## src/host_config_map.svh

```systemverilog
// register offsets, field positions, reset values and timing counts of the host configuration bank
`ifndef HOST_CONFIG_MAP_SVH
`define HOST_CONFIG_MAP_SVH

`define OFS_BANK_SELECT      4'hE
`define OFS_BASE_ADDR        4'h0
`define OFS_BURST_LENGTH     4'h8
`define OFS_STATION_LOW      4'h0
`define OFS_STATION_MIDDLE   4'h2
`define OFS_STATION_HIGH     4'h4
`define OFS_BUS_SPEED        4'h0
`define OFS_PROM_CONTROL     4'h2
`define OFS_SELFTEST         4'h4

`define BANK_BASE            6'h00
`define BANK_EMPTY           6'h01
`define BANK_STATION         6'h02
`define BANK_CONTROL         6'h03

`define BURST_LSB            12
`define BURST_MSB            14
`define PROM_SW_ACCESS_BIT   4
`define PROM_DATA_IN_BIT     3
`define TX_DONE_BIT          12
`define TX_FAIL_BIT          11
`define RX_DONE_BIT          4
`define RX_FAIL_BIT          3
`define CFG_SPEED_BIT        1

`define BURST_SINGLE         3'h0
`define BURST_FOUR           3'h3
`define BURST_EIGHT          3'h5
`define BURST_SIXTEEN        3'h7

`define SPEED_125MHZ         2'h0
`define SPEED_62P5MHZ        2'h1
`define SPEED_41P66MHZ       2'h2
`define SPEED_25MHZ          2'h3

`define BASE_ADDR_DEFAULT    16'h0300
`define BASE_ADDR_MASK       16'hFFE0

`define PROM_WORD_BASE       6'h00
`define PROM_WORD_LOW        6'h01
`define PROM_WORD_MIDDLE     6'h02
`define PROM_WORD_HIGH       6'h03
`define PROM_WORD_CONFIG     6'h06
`define PROM_READ_OPCODE     3'h6
`define PROM_LAST_INDEX      3'h4
`define PROM_CMD_BITS        5'h08
`define PROM_DATA_BITS       5'h10

`define SYS_CLK_NS           25
`define PROM_HALF_NS         1000
`define PROM_HALF_CYC        ((`PROM_HALF_NS + `SYS_CLK_NS - 1) / `SYS_CLK_NS)

`endif

```

## src/host_config_pkg.sv

```systemverilog
// types shared by the host configuration bank and its serial prom loader
package host_config_pkg;
   typedef enum {LD_ARM, LD_CMD, LD_DATA, LD_GAP, LD_DONE} loader_state_t;
   typedef logic [5:0]  bank_t;
   typedef logic [15:0] word_t;
endpackage

```

## src/prom_loader.sv

```systemverilog
// reset-time reader of the serial configuration prom, one read per word
`timescale 1ns/10ps
`include "host_config_map.svh"
module prom_loader (
   input  wire logic                  i_sys_clk,
   input  wire logic                  i_nrst,
   input  wire logic                  i_prom_present_pin,
   input  wire logic                  i_prom_data_in_pin,
   output logic                       o_cs,
   output logic                       o_sk,
   output logic                       o_do,
   output logic                       o_busy,
   output logic                       o_word_valid,
   output logic [5:0]                 o_word_addr,
   output host_config_pkg::word_t     o_word_data
);
   import host_config_pkg::*;

   localparam int HALF = `PROM_HALF_CYC;

   loader_state_t state;
   logic [6:0]    div;
   logic [4:0]    bitn;
   logic [2:0]    idx;
   logic [15:0]   shift;
   logic [8:0]    cmd;
   logic          tick;

   // fixed read order: base, three station words, then config word
   function automatic logic [5:0] word_of(input logic [2:0] i);
      case (i)
         3'h0:    word_of = `PROM_WORD_BASE;
         3'h1:    word_of = `PROM_WORD_LOW;
         3'h2:    word_of = `PROM_WORD_MIDDLE;
         3'h3:    word_of = `PROM_WORD_HIGH;
         default: word_of = `PROM_WORD_CONFIG;
      endcase
   endfunction

   assign tick        = (div == 7'(HALF - 1));
   assign cmd         = {`PROM_READ_OPCODE, word_of(idx)};
   assign o_word_addr = word_of(idx);
   assign o_busy      = (state != LD_DONE);

   always_ff @(posedge i_sys_clk) begin
      if (!i_nrst || tick || state == LD_ARM || state == LD_DONE) begin
         div <= 7'h00;
      end else begin
         div <= div + 7'h01;
      end
   end

   always_ff @(posedge i_sys_clk) begin
      if (!i_nrst) begin
         state        <= LD_ARM;
         o_cs         <= 1'b0;
         o_sk         <= 1'b0;
         o_do         <= 1'b0;
         bitn         <= 5'h00;
         idx          <= 3'h0;
         shift        <= 16'h0000;
         o_word_valid <= 1'b0;
         o_word_data  <= 16'h0000;
      end else begin
         o_word_valid <= 1'b0;
         unique case (state)
            LD_ARM: begin
               // strap sampled on the first edge after reset release
               if (i_prom_present_pin) begin
                  state <= LD_CMD;
                  o_cs  <= 1'b1;
                  o_do  <= cmd[8];
               end else begin
                  state <= LD_DONE;
               end
            end
            LD_CMD: if (tick) begin
               o_sk <= ~o_sk;
               if (o_sk) begin
                  if (bitn == `PROM_CMD_BITS) begin
                     state <= LD_DATA;
                     bitn  <= 5'h00;
                     o_do  <= 1'b0;
                  end else begin
                     bitn <= bitn + 5'h01;
                     o_do <= cmd[4'(4'h7 - bitn[3:0])];
                  end
               end
            end
            LD_DATA: if (tick) begin
               o_sk <= ~o_sk;
               if (!o_sk) begin
                  shift <= {shift[14:0], i_prom_data_in_pin};
               end else if (bitn == `PROM_DATA_BITS) begin
                  // leading dummy zero has shifted out of the top
                  state        <= LD_GAP;
                  o_cs         <= 1'b0;
                  o_word_valid <= 1'b1;
                  o_word_data  <= shift;
                  bitn         <= 5'h00;
               end else begin
                  bitn <= bitn + 5'h01;
               end
            end
            LD_GAP: if (tick) begin
               if (idx == `PROM_LAST_INDEX) begin
                  state <= LD_DONE;
               end else begin
                  idx   <= idx + 3'h1;
                  state <= LD_CMD;
                  o_cs  <= 1'b1;
                  o_do  <= 1'b1;
               end
            end
            LD_DONE: begin
               o_cs <= 1'b0;
               o_sk <= 1'b0;
               o_do <= 1'b0;
            end
         endcase
      end
   end
endmodule

```

## src/host_config_regs.sv

```systemverilog
// banked host configuration and status registers with serial prom pin control
`timescale 1ns/10ps
`include "host_config_map.svh"
module host_config_regs (
   input  wire logic                  i_sys_clk,
   input  wire logic                  i_nrst,
   input  wire logic [3:0]            i_bus_addr,
   input  wire logic                  i_bus_wr,
   input  wire logic                  i_bus_rd,
   input  wire logic [1:0]            i_bus_be,
   input  wire host_config_pkg::word_t i_bus_wdata,
   output host_config_pkg::word_t     o_bus_rdata,
   input  wire logic                  i_prom_present_pin,
   input  wire logic                  i_prom_data_in_pin,
   output logic                       o_prom_data_out_pin,
   output logic                       o_prom_clock_pin,
   output logic                       o_prom_select_pin,
   output logic                       o_prom_loading,
   input  wire logic                  i_tx_selftest_done,
   input  wire logic                  i_tx_selftest_fail,
   input  wire logic                  i_rx_selftest_done,
   input  wire logic                  i_rx_selftest_fail,
   output host_config_pkg::bank_t     o_bank_select_field,
   output host_config_pkg::word_t     o_base_addr,
   output logic [2:0]                 o_burst_len_code,
   output logic [4:0]                 o_burst_beats,
   output logic [1:0]                 o_bus_speed_select,
   output logic [47:0]                o_station_addr
);
   import host_config_pkg::*;

   bank_t       bank_select_field;
   word_t       base_addr;
   logic [2:0]  burst_len_code;
   word_t       station_addr_low;
   word_t       station_addr_middle;
   word_t       station_addr_high;
   logic [1:0]  bus_speed_select;
   logic        prom_software_access;
   logic [2:0]  prom_pin_bits;
   word_t       next_rdata;

   logic        ld_cs;
   logic        ld_sk;
   logic        ld_do;
   logic        ld_valid;
   logic [5:0]  ld_addr;
   word_t       ld_data;

   prom_loader u_loader (
      .i_sys_clk          (i_sys_clk),
      .i_nrst             (i_nrst),
      .i_prom_present_pin (i_prom_present_pin),
      .i_prom_data_in_pin (i_prom_data_in_pin),
      .o_cs               (ld_cs),
      .o_sk               (ld_sk),
      .o_do               (ld_do),
      .o_busy             (o_prom_loading),
      .o_word_valid       (ld_valid),
      .o_word_addr        (ld_addr),
      .o_word_data        (ld_data)
   );

   // byte-lane merge; the address bus carries byte offsets, bit 0 ignored
   function automatic word_t merge(input word_t old, input word_t wd, input logic [1:0] be);
      merge = {be[1] ? wd[15:8] : old[15:8], be[0] ? wd[7:0] : old[7:0]};
   endfunction

   function automatic logic hit(input bank_t bank, input logic [3:0] ofs);
      hit = i_bus_wr && (bank_select_field == bank) && (i_bus_addr[3:1] == ofs[3:1]);
   endfunction

   // beats per burst; unlisted codes fall back to single transfers
   function automatic logic [4:0] beats_of(input logic [2:0] code);
      case (code)
         `BURST_FOUR:    beats_of = 5'h04;
         `BURST_EIGHT:   beats_of = 5'h08;
         `BURST_SIXTEEN: beats_of = 5'h10;
         default:        beats_of = 5'h01;
      endcase
   endfunction

   // bank select sits at the same offset in every bank
   always_ff @(posedge i_sys_clk) begin
      if (!i_nrst) begin
         bank_select_field <= 6'h00;
      end else if (i_bus_wr && i_bus_addr[3:1] == `OFS_BANK_SELECT >> 1 && i_bus_be[0]) begin
         bank_select_field <= i_bus_wdata[5:0];
      end
   end

   always_ff @(posedge i_sys_clk) begin
      if (!i_nrst) begin
         base_addr <= `BASE_ADDR_DEFAULT;
      end else if (ld_valid && ld_addr == `PROM_WORD_BASE) begin
         base_addr <= ld_data & `BASE_ADDR_MASK;
      end else if (hit(`BANK_BASE, `OFS_BASE_ADDR)) begin
         base_addr <= merge(base_addr, i_bus_wdata, i_bus_be) & `BASE_ADDR_MASK;
      end
   end

   always_ff @(posedge i_sys_clk) begin
      if (!i_nrst) begin
         burst_len_code <= `BURST_SINGLE;
      end else if (hit(`BANK_BASE, `OFS_BURST_LENGTH) && i_bus_be[1]) begin
         burst_len_code <= i_bus_wdata[`BURST_MSB:`BURST_LSB];
      end
   end

   // loader words win over a host write in the same cycle
   always_ff @(posedge i_sys_clk) begin
      if (!i_nrst) begin
         station_addr_low    <= 16'h0000;
         station_addr_middle <= 16'h0000;
         station_addr_high   <= 16'h0000;
      end else begin
         if (ld_valid && ld_addr == `PROM_WORD_LOW) begin
            station_addr_low <= ld_data;
         end else if (hit(`BANK_STATION, `OFS_STATION_LOW)) begin
            station_addr_low <= merge(station_addr_low, i_bus_wdata, i_bus_be);
         end
         if (ld_valid && ld_addr == `PROM_WORD_MIDDLE) begin
            station_addr_middle <= ld_data;
         end else if (hit(`BANK_STATION, `OFS_STATION_MIDDLE)) begin
            station_addr_middle <= merge(station_addr_middle, i_bus_wdata, i_bus_be);
         end
         if (ld_valid && ld_addr == `PROM_WORD_HIGH) begin
            station_addr_high <= ld_data;
         end else if (hit(`BANK_STATION, `OFS_STATION_HIGH)) begin
            station_addr_high <= merge(station_addr_high, i_bus_wdata, i_bus_be);
         end
      end
   end

   always_ff @(posedge i_sys_clk) begin
      if (!i_nrst) begin
         bus_speed_select <= `SPEED_125MHZ;
      end else if (ld_valid && ld_addr == `PROM_WORD_CONFIG) begin
         bus_speed_select <= ld_data[`CFG_SPEED_BIT] ? `SPEED_25MHZ : `SPEED_125MHZ;
      end else if (hit(`BANK_CONTROL, `OFS_BUS_SPEED) && i_bus_be[0]) begin
         bus_speed_select <= i_bus_wdata[1:0];
      end
   end

   always_ff @(posedge i_sys_clk) begin
      if (!i_nrst) begin
         prom_software_access <= 1'b0;
         prom_pin_bits        <= 3'h0;
      end else if (hit(`BANK_CONTROL, `OFS_PROM_CONTROL) && i_bus_be[0]) begin
         prom_software_access <= i_bus_wdata[`PROM_SW_ACCESS_BIT];
         prom_pin_bits        <= i_bus_wdata[2:0];
      end
   end

   // software owns the pins only when granted; a grant during loading corrupts that read
   always_ff @(posedge i_sys_clk) begin
      if (!i_nrst) begin
         o_prom_data_out_pin <= 1'b0;
         o_prom_clock_pin    <= 1'b0;
         o_prom_select_pin   <= 1'b0;
      end else if (prom_software_access) begin
         o_prom_data_out_pin <= prom_pin_bits[2];
         o_prom_clock_pin    <= prom_pin_bits[1];
         o_prom_select_pin   <= prom_pin_bits[0];
      end else begin
         o_prom_data_out_pin <= ld_do;
         o_prom_clock_pin    <= ld_sk;
         o_prom_select_pin   <= ld_cs;
      end
   end

   // read mux; everything not listed reads zero
   always_comb begin
      next_rdata = 16'h0000;
      if (i_bus_addr[3:1] == `OFS_BANK_SELECT >> 1) begin
         next_rdata[5:0] = bank_select_field;
      end else begin
         unique case (bank_select_field)
            `BANK_BASE: begin
               if (i_bus_addr[3:1] == `OFS_BASE_ADDR >> 1) begin
                  next_rdata = base_addr;
               end else if (i_bus_addr[3:1] == `OFS_BURST_LENGTH >> 1) begin
                  next_rdata[`BURST_MSB:`BURST_LSB] = burst_len_code;
               end
            end
            `BANK_STATION: begin
               if (i_bus_addr[3:1] == `OFS_STATION_LOW >> 1) begin
                  next_rdata = station_addr_low;
               end else if (i_bus_addr[3:1] == `OFS_STATION_MIDDLE >> 1) begin
                  next_rdata = station_addr_middle;
               end else if (i_bus_addr[3:1] == `OFS_STATION_HIGH >> 1) begin
                  next_rdata = station_addr_high;
               end
            end
            `BANK_CONTROL: begin
               if (i_bus_addr[3:1] == `OFS_BUS_SPEED >> 1) begin
                  next_rdata[1:0] = bus_speed_select;
               end else if (i_bus_addr[3:1] == `OFS_PROM_CONTROL >> 1) begin
                  next_rdata[`PROM_SW_ACCESS_BIT] = prom_software_access;
                  next_rdata[`PROM_DATA_IN_BIT]   = i_prom_data_in_pin;
                  next_rdata[2:0]                 = prom_pin_bits;
               end else if (i_bus_addr[3:1] == `OFS_SELFTEST >> 1) begin
                  next_rdata[`TX_DONE_BIT] = i_tx_selftest_done;
                  next_rdata[`TX_FAIL_BIT] = i_tx_selftest_fail;
                  next_rdata[`RX_DONE_BIT] = i_rx_selftest_done;
                  next_rdata[`RX_FAIL_BIT] = i_rx_selftest_fail;
               end
            end
            default: next_rdata = 16'h0000;
         endcase
      end
   end

   always_ff @(posedge i_sys_clk) begin
      if (!i_nrst) begin
         o_bus_rdata <= 16'h0000;
      end else if (i_bus_rd) begin
         o_bus_rdata <= next_rdata;
      end
   end

   assign o_bank_select_field = bank_select_field;
   assign o_base_addr         = base_addr;
   assign o_burst_len_code    = burst_len_code;
   assign o_burst_beats       = beats_of(burst_len_code);
   assign o_bus_speed_select  = bus_speed_select;
   assign o_station_addr      = {station_addr_high, station_addr_middle, station_addr_low};
endmodule

```

## config.mk

```make
export PLATFORM = sky130hd
export DESIGN_NAME = host_config_regs
export DESIGN_NICKNAME = d
export VERILOG_FILES = /design/src/host_config_pkg.sv /design/src/prom_loader.sv /design/src/host_config_regs.sv
export VERILOG_INCLUDE_DIRS = /design/src /design/src/src
export SDC_FILE = /design/constraint.sdc
export NUM_CORES = 1
export LEC_CHECK = 0
export BUFFER_PORTS_ARGS = -buffer_cell sky130_fd_sc_hd__clkbuf_2
export CAP_MARGIN = 20
export CORE_MARGIN = 3
export CORE_UTILIZATION = 40
export DETAILED_ROUTE_END_ITERATION = 8
export GPL_ROUTABILITY_DRIVEN = 0
export MAX_ROUTING_LAYER = met4
export PLACE_DENSITY = 0.63
export SYNTH_ARGS = -nofsm -noshare
export SYNTH_HDL_FRONTEND = slang
export SYNTH_HIERARCHICAL = 1
export SYNTH_SLANG_ARGS = --single-unit
export TNS_END_PERCENT = 100
```

## constraint.sdc

```tcl
create_clock -name i_sys_clk -period 2.86 [get_ports i_sys_clk]
set_input_delay 0.715 -clock i_sys_clk [delete_from_list [all_inputs] [get_ports i_sys_clk]]
set_output_delay 0.715 -clock i_sys_clk [all_outputs]
set_load 0.1 [all_outputs]
```

==> results.txt <==
The worst max-slew margin expressed relative to the limit came out at 0.435. The via count of the first global-routing pass came out at 5888. The netlist area before placement is 7250 um^2.

The number of flops mapped to enable cells by yosys is 0. The share of synthesized cell area in full adder, half adder and majority cells came out at 0.0155. The number of instances in the placed design came out at 1130.

Clock tree synthesis inserted a total of 17 buffers. The most frequently used flop master after synthesis is sky130_fd_sc_hd__dfxtp_1. Clock-pin slew was measured on the worst setup and hold paths at 60 ps.

The number of iterations in the first detailed-routing pass is 5. Among cell families on the critical path, the largest total delay comes from flip-flops. The required arrival time at the worst endpoint is 2140 ps. Setup repair after global routing left no endpoint under its margin. The slew at the pin closest to its max-slew limit is 844 ps.

After synthesis, the largest family of logic cells by area is compound AO/OA/AOI/OAI gates. The mux share of post-synthesis cell area is 0.164. The detailed-route via count came out at 6323. The global-route wire length before repair is 32300 um. 0 antenna diodes ended up in the layout. The clock tree root buffer cell is sky130_fd_sc_hd__clkbuf_16. The clock period could shrink to 2570 ps. The worst-case IR drop observed on VDD is 421 uV. Counting flops and latches in the post-synthesis netlist gives 147. The cell type contributing the most total cell area after synthesis is sky130_fd_sc_hd__dfxtp_1.

The number of pins with negative max-slew slack in the final report came to 0. The violation count after the first detailed-route iteration is 398. The half-perimeter wire length after detailed placement came out at 14700 um. The parity-gate share of the synthesized area counting xor and xnor cells is 0.00845. The number of hold-slack violations in the final timing report came out at 0. After technology mapping, the gate count stands at 811. The end-of-flow core utilization came out at 0.502. Along the worst path, the maximum fanout reaches 14. The number of buffers between clock root and the deepest sink came out at 2. Dividing the synthesized area by the synthesized cell count gives 8.94 um^2.

CTS built an H-tree with a depth of 4. The number of setup violations in the final report is 0. The overall overflow remaining after global route came out at 0. The die is 141 um wide. The capturing element type of the critical path is an output port.

In this run the count of I/O pins placed on the die edge is 132. The hold-fix buffer count after cts came out at 0. For this run, the slowest stage of the critical path takes 590 ps. After synthesis, the cell types taking the most area are sky130_fd_sc_hd__dfxtp_1 (41%), sky130_fd_sc_hd__mux2i_1 (16%), sky130_fd_sc_hd__o21ai_0 (6.1%). The critical path's slowest cell is sky130_fd_sc_hd__dfxtp_1. The die is 141 um tall. The flow ran to the end, and the final reports show no timing, DRC or antenna violations.

The floorplan core area is 17500 um^2. In this run the worst hold path is classified as register to register. The count of yosys warnings during synthesis is 6. The signal on the critical path passes through nand2_1, or2_2, clkbuf_2. The fraction of final layout cells with drive strength greater than 1 came out at 0.221. The reported max-cap violation count is 0. For this design the ratio of total power to cell area is 581 nW/um^2. Entering global routing, the biggest net connects 46 pins. The initial antenna violation count came out at 0.

The effective utilization at floorplan came out at 0.414. The average detailed-routed wire length per instance is 17.3 um. The combined buffer and inverter count along the critical path came out at 1. After detailed routing, the number of vias per cell comes to 5.44. The worst setup path is launched from a register.

Summed over all cells, the static leakage comes to 0.00391 uW. The post-synthesis share of cell area spent on and, or, nand and nor gates came out at 0.173. The area added between synthesis and finish came out at 21.3%. The post-route clock skew came out at 11.1 ps. TritonCTS built the clock tree. The fraction of post-synthesis cell area in the top cell type by area came out at 0.406. The final layout net count came out at 965. After floorplanning, the core was divided into 48 placement rows. The sequential cell area fraction in the yosys report is 0.406. The area of the die came out at 19800 um^2. The arrival time at the worst endpoint is 1850 ps. In the routed design, unresolved DRC markers number 0.

The number of nets still failing antenna checks after routing came out at 0. The number of input and output port buffers inserted is 124. The critical path is of the register to output port type. The routed wire length is 20100 um.

The synthesized netlist contains 66 unique library cells. The fraction of synthesis flops using an asynchronous set or reset pin is 0. The insertion delay to the later sink of the worst-skew pair is 420 ps. The CTS sink count came out at 147. The area fraction in compound gates after synthesis came out at 0.184. The global-route usage over all layers came out at 0.210.

The final critical-path share of the clock period is 0.897. The maximum clock frequency is 390 MHz. Leaving out filler cells and counting taps, the final layout contains 1162.
==> timing repair <==
item,4_1_cts,5_1_grt
gates resized for setup,0,2
buffers inserted,0,0
endpoints found under the setup margin,0,16
endpoints found under the hold margin,0,0
==> cell families (layout without fill, tap and decap cells) <==
| group | count (synthesis) | in the layout |
|---|---|---|
| compound gates | 219 | 219 |
| other cells | 2 | 9 |
| mux | 118 | 118 |
| buf+inv | 78 | 197 |
| flops | 147 | 147 |
| xor+xnor | 7 | 7 |
| simple gates | 231 | 231 |
| fa+ha+maj | 9 | 9 |
==> synth_stat cells (all sizes together), types with 5 or more instances <==
cell    number
a22oi       10
nor4         6
nor2b       22
mux2i      114
inv         11
a21boi       8
nor2        61
nand4        6
nand2b       5
dfxtp      147
a31oi       14
or3          6
o211ai       5
ha           9
nand3b       5
nor3         8
clkbuf      38
o211a        9
o21ai       92
nand3       16
nand2       73
buf         28
a21oi       58
==> flip-flops by register name, indices dropped and copies added (netlist names), 2 cells and up <==
name / cells
o_bus_rdata: 16
station_addr_high: 16
station_addr_low: 16
station_addr_middle: 16
u_loader/o_word_data: 16
u_loader/shift: 16
o_base_addr: 11
u_loader/div: 7
o_bank_select_field: 6
u_loader/bitn: 5
o_burst_len_code: 3
prom_pin_bits: 3
u_loader/idx: 3
u_loader/state: 3
o_bus_speed_select: 2
==> layout by cell type, fill, tap and decap left out, types with 10 or more instances in the layout <==
cell / n
sky130_fd_sc_hd__nor2_1: 61
sky130_fd_sc_hd__clkbuf_2: 124
sky130_fd_sc_hd__nand3_1: 14
sky130_fd_sc_hd__inv_1: 11
sky130_fd_sc_hd__buf_4: 29
sky130_fd_sc_hd__clkbuf_16: 17
sky130_fd_sc_hd__mux2i_1: 114
sky130_fd_sc_hd__nor2b_1: 22
sky130_fd_sc_hd__dfxtp_1: 147
sky130_fd_sc_hd__a22oi_1: 10
sky130_fd_sc_hd__a21oi_1: 58
sky130_fd_sc_hd__a31oi_1: 14
sky130_fd_sc_hd__o21ai_0: 87
sky130_fd_sc_hd__nand2_1: 73
==> layer usage <==
layer	GRT usage	part of all wire	vias up
met3	0.0543	0.060	30
met2	0.315	0.44	189
met1	0.277	0.47	2976
li1	-	-	3128
met5	-	0	-
met4	0.0673	0.025	0
==> through the flow <==
step	cell area (um^2)	power [uW]	setup WS [ps]	hold WS, ps	setup TNS, ps
6_report	8800	5120	294	452	0
5_1_grt	8800	5270	141	473	0
4_1_cts	8790	5150	180	458	0
3_5_place_dp	8090	2540	281	443	0
3_3_place_gp	8090	2540	357	434	0
2_1_floorplan	7280	2440	-260	418	-567
==> final cells by class <==
type,instances,area [um^2]
multi-input combinational,593,3990
inverter,12,45.0
sequential,147,2940
clock buffer,24,512
timing repair buffer,153,838
tap,225,282
fill,1676,8740
clock inverter,8,193
==> path summary, 6_finish.rpt <==
path / start / end / slack, ps / cells past startpoint
max reg2reg: o_bank_select_field[2] / station_addr_middle[0] / 470 / 5
min: u_loader/div[0] / u_loader/div[0] / 450 / 1
min reg2reg: u_loader/div[0] / u_loader/div[0] / 450 / 1
max: u_loader/state[2] / o_prom_loading / 290 / 3
==> power breakdown <==
group / switching [uW] / leakage [uW] / internal (uW)
clock network: 843 / 0.000343 / 1780
logic: 296 / 0.00238 / 99.5
registers: 29.6 / 0.00119 / 2070
No activity file was read; power rests on OpenSTA's default activity.
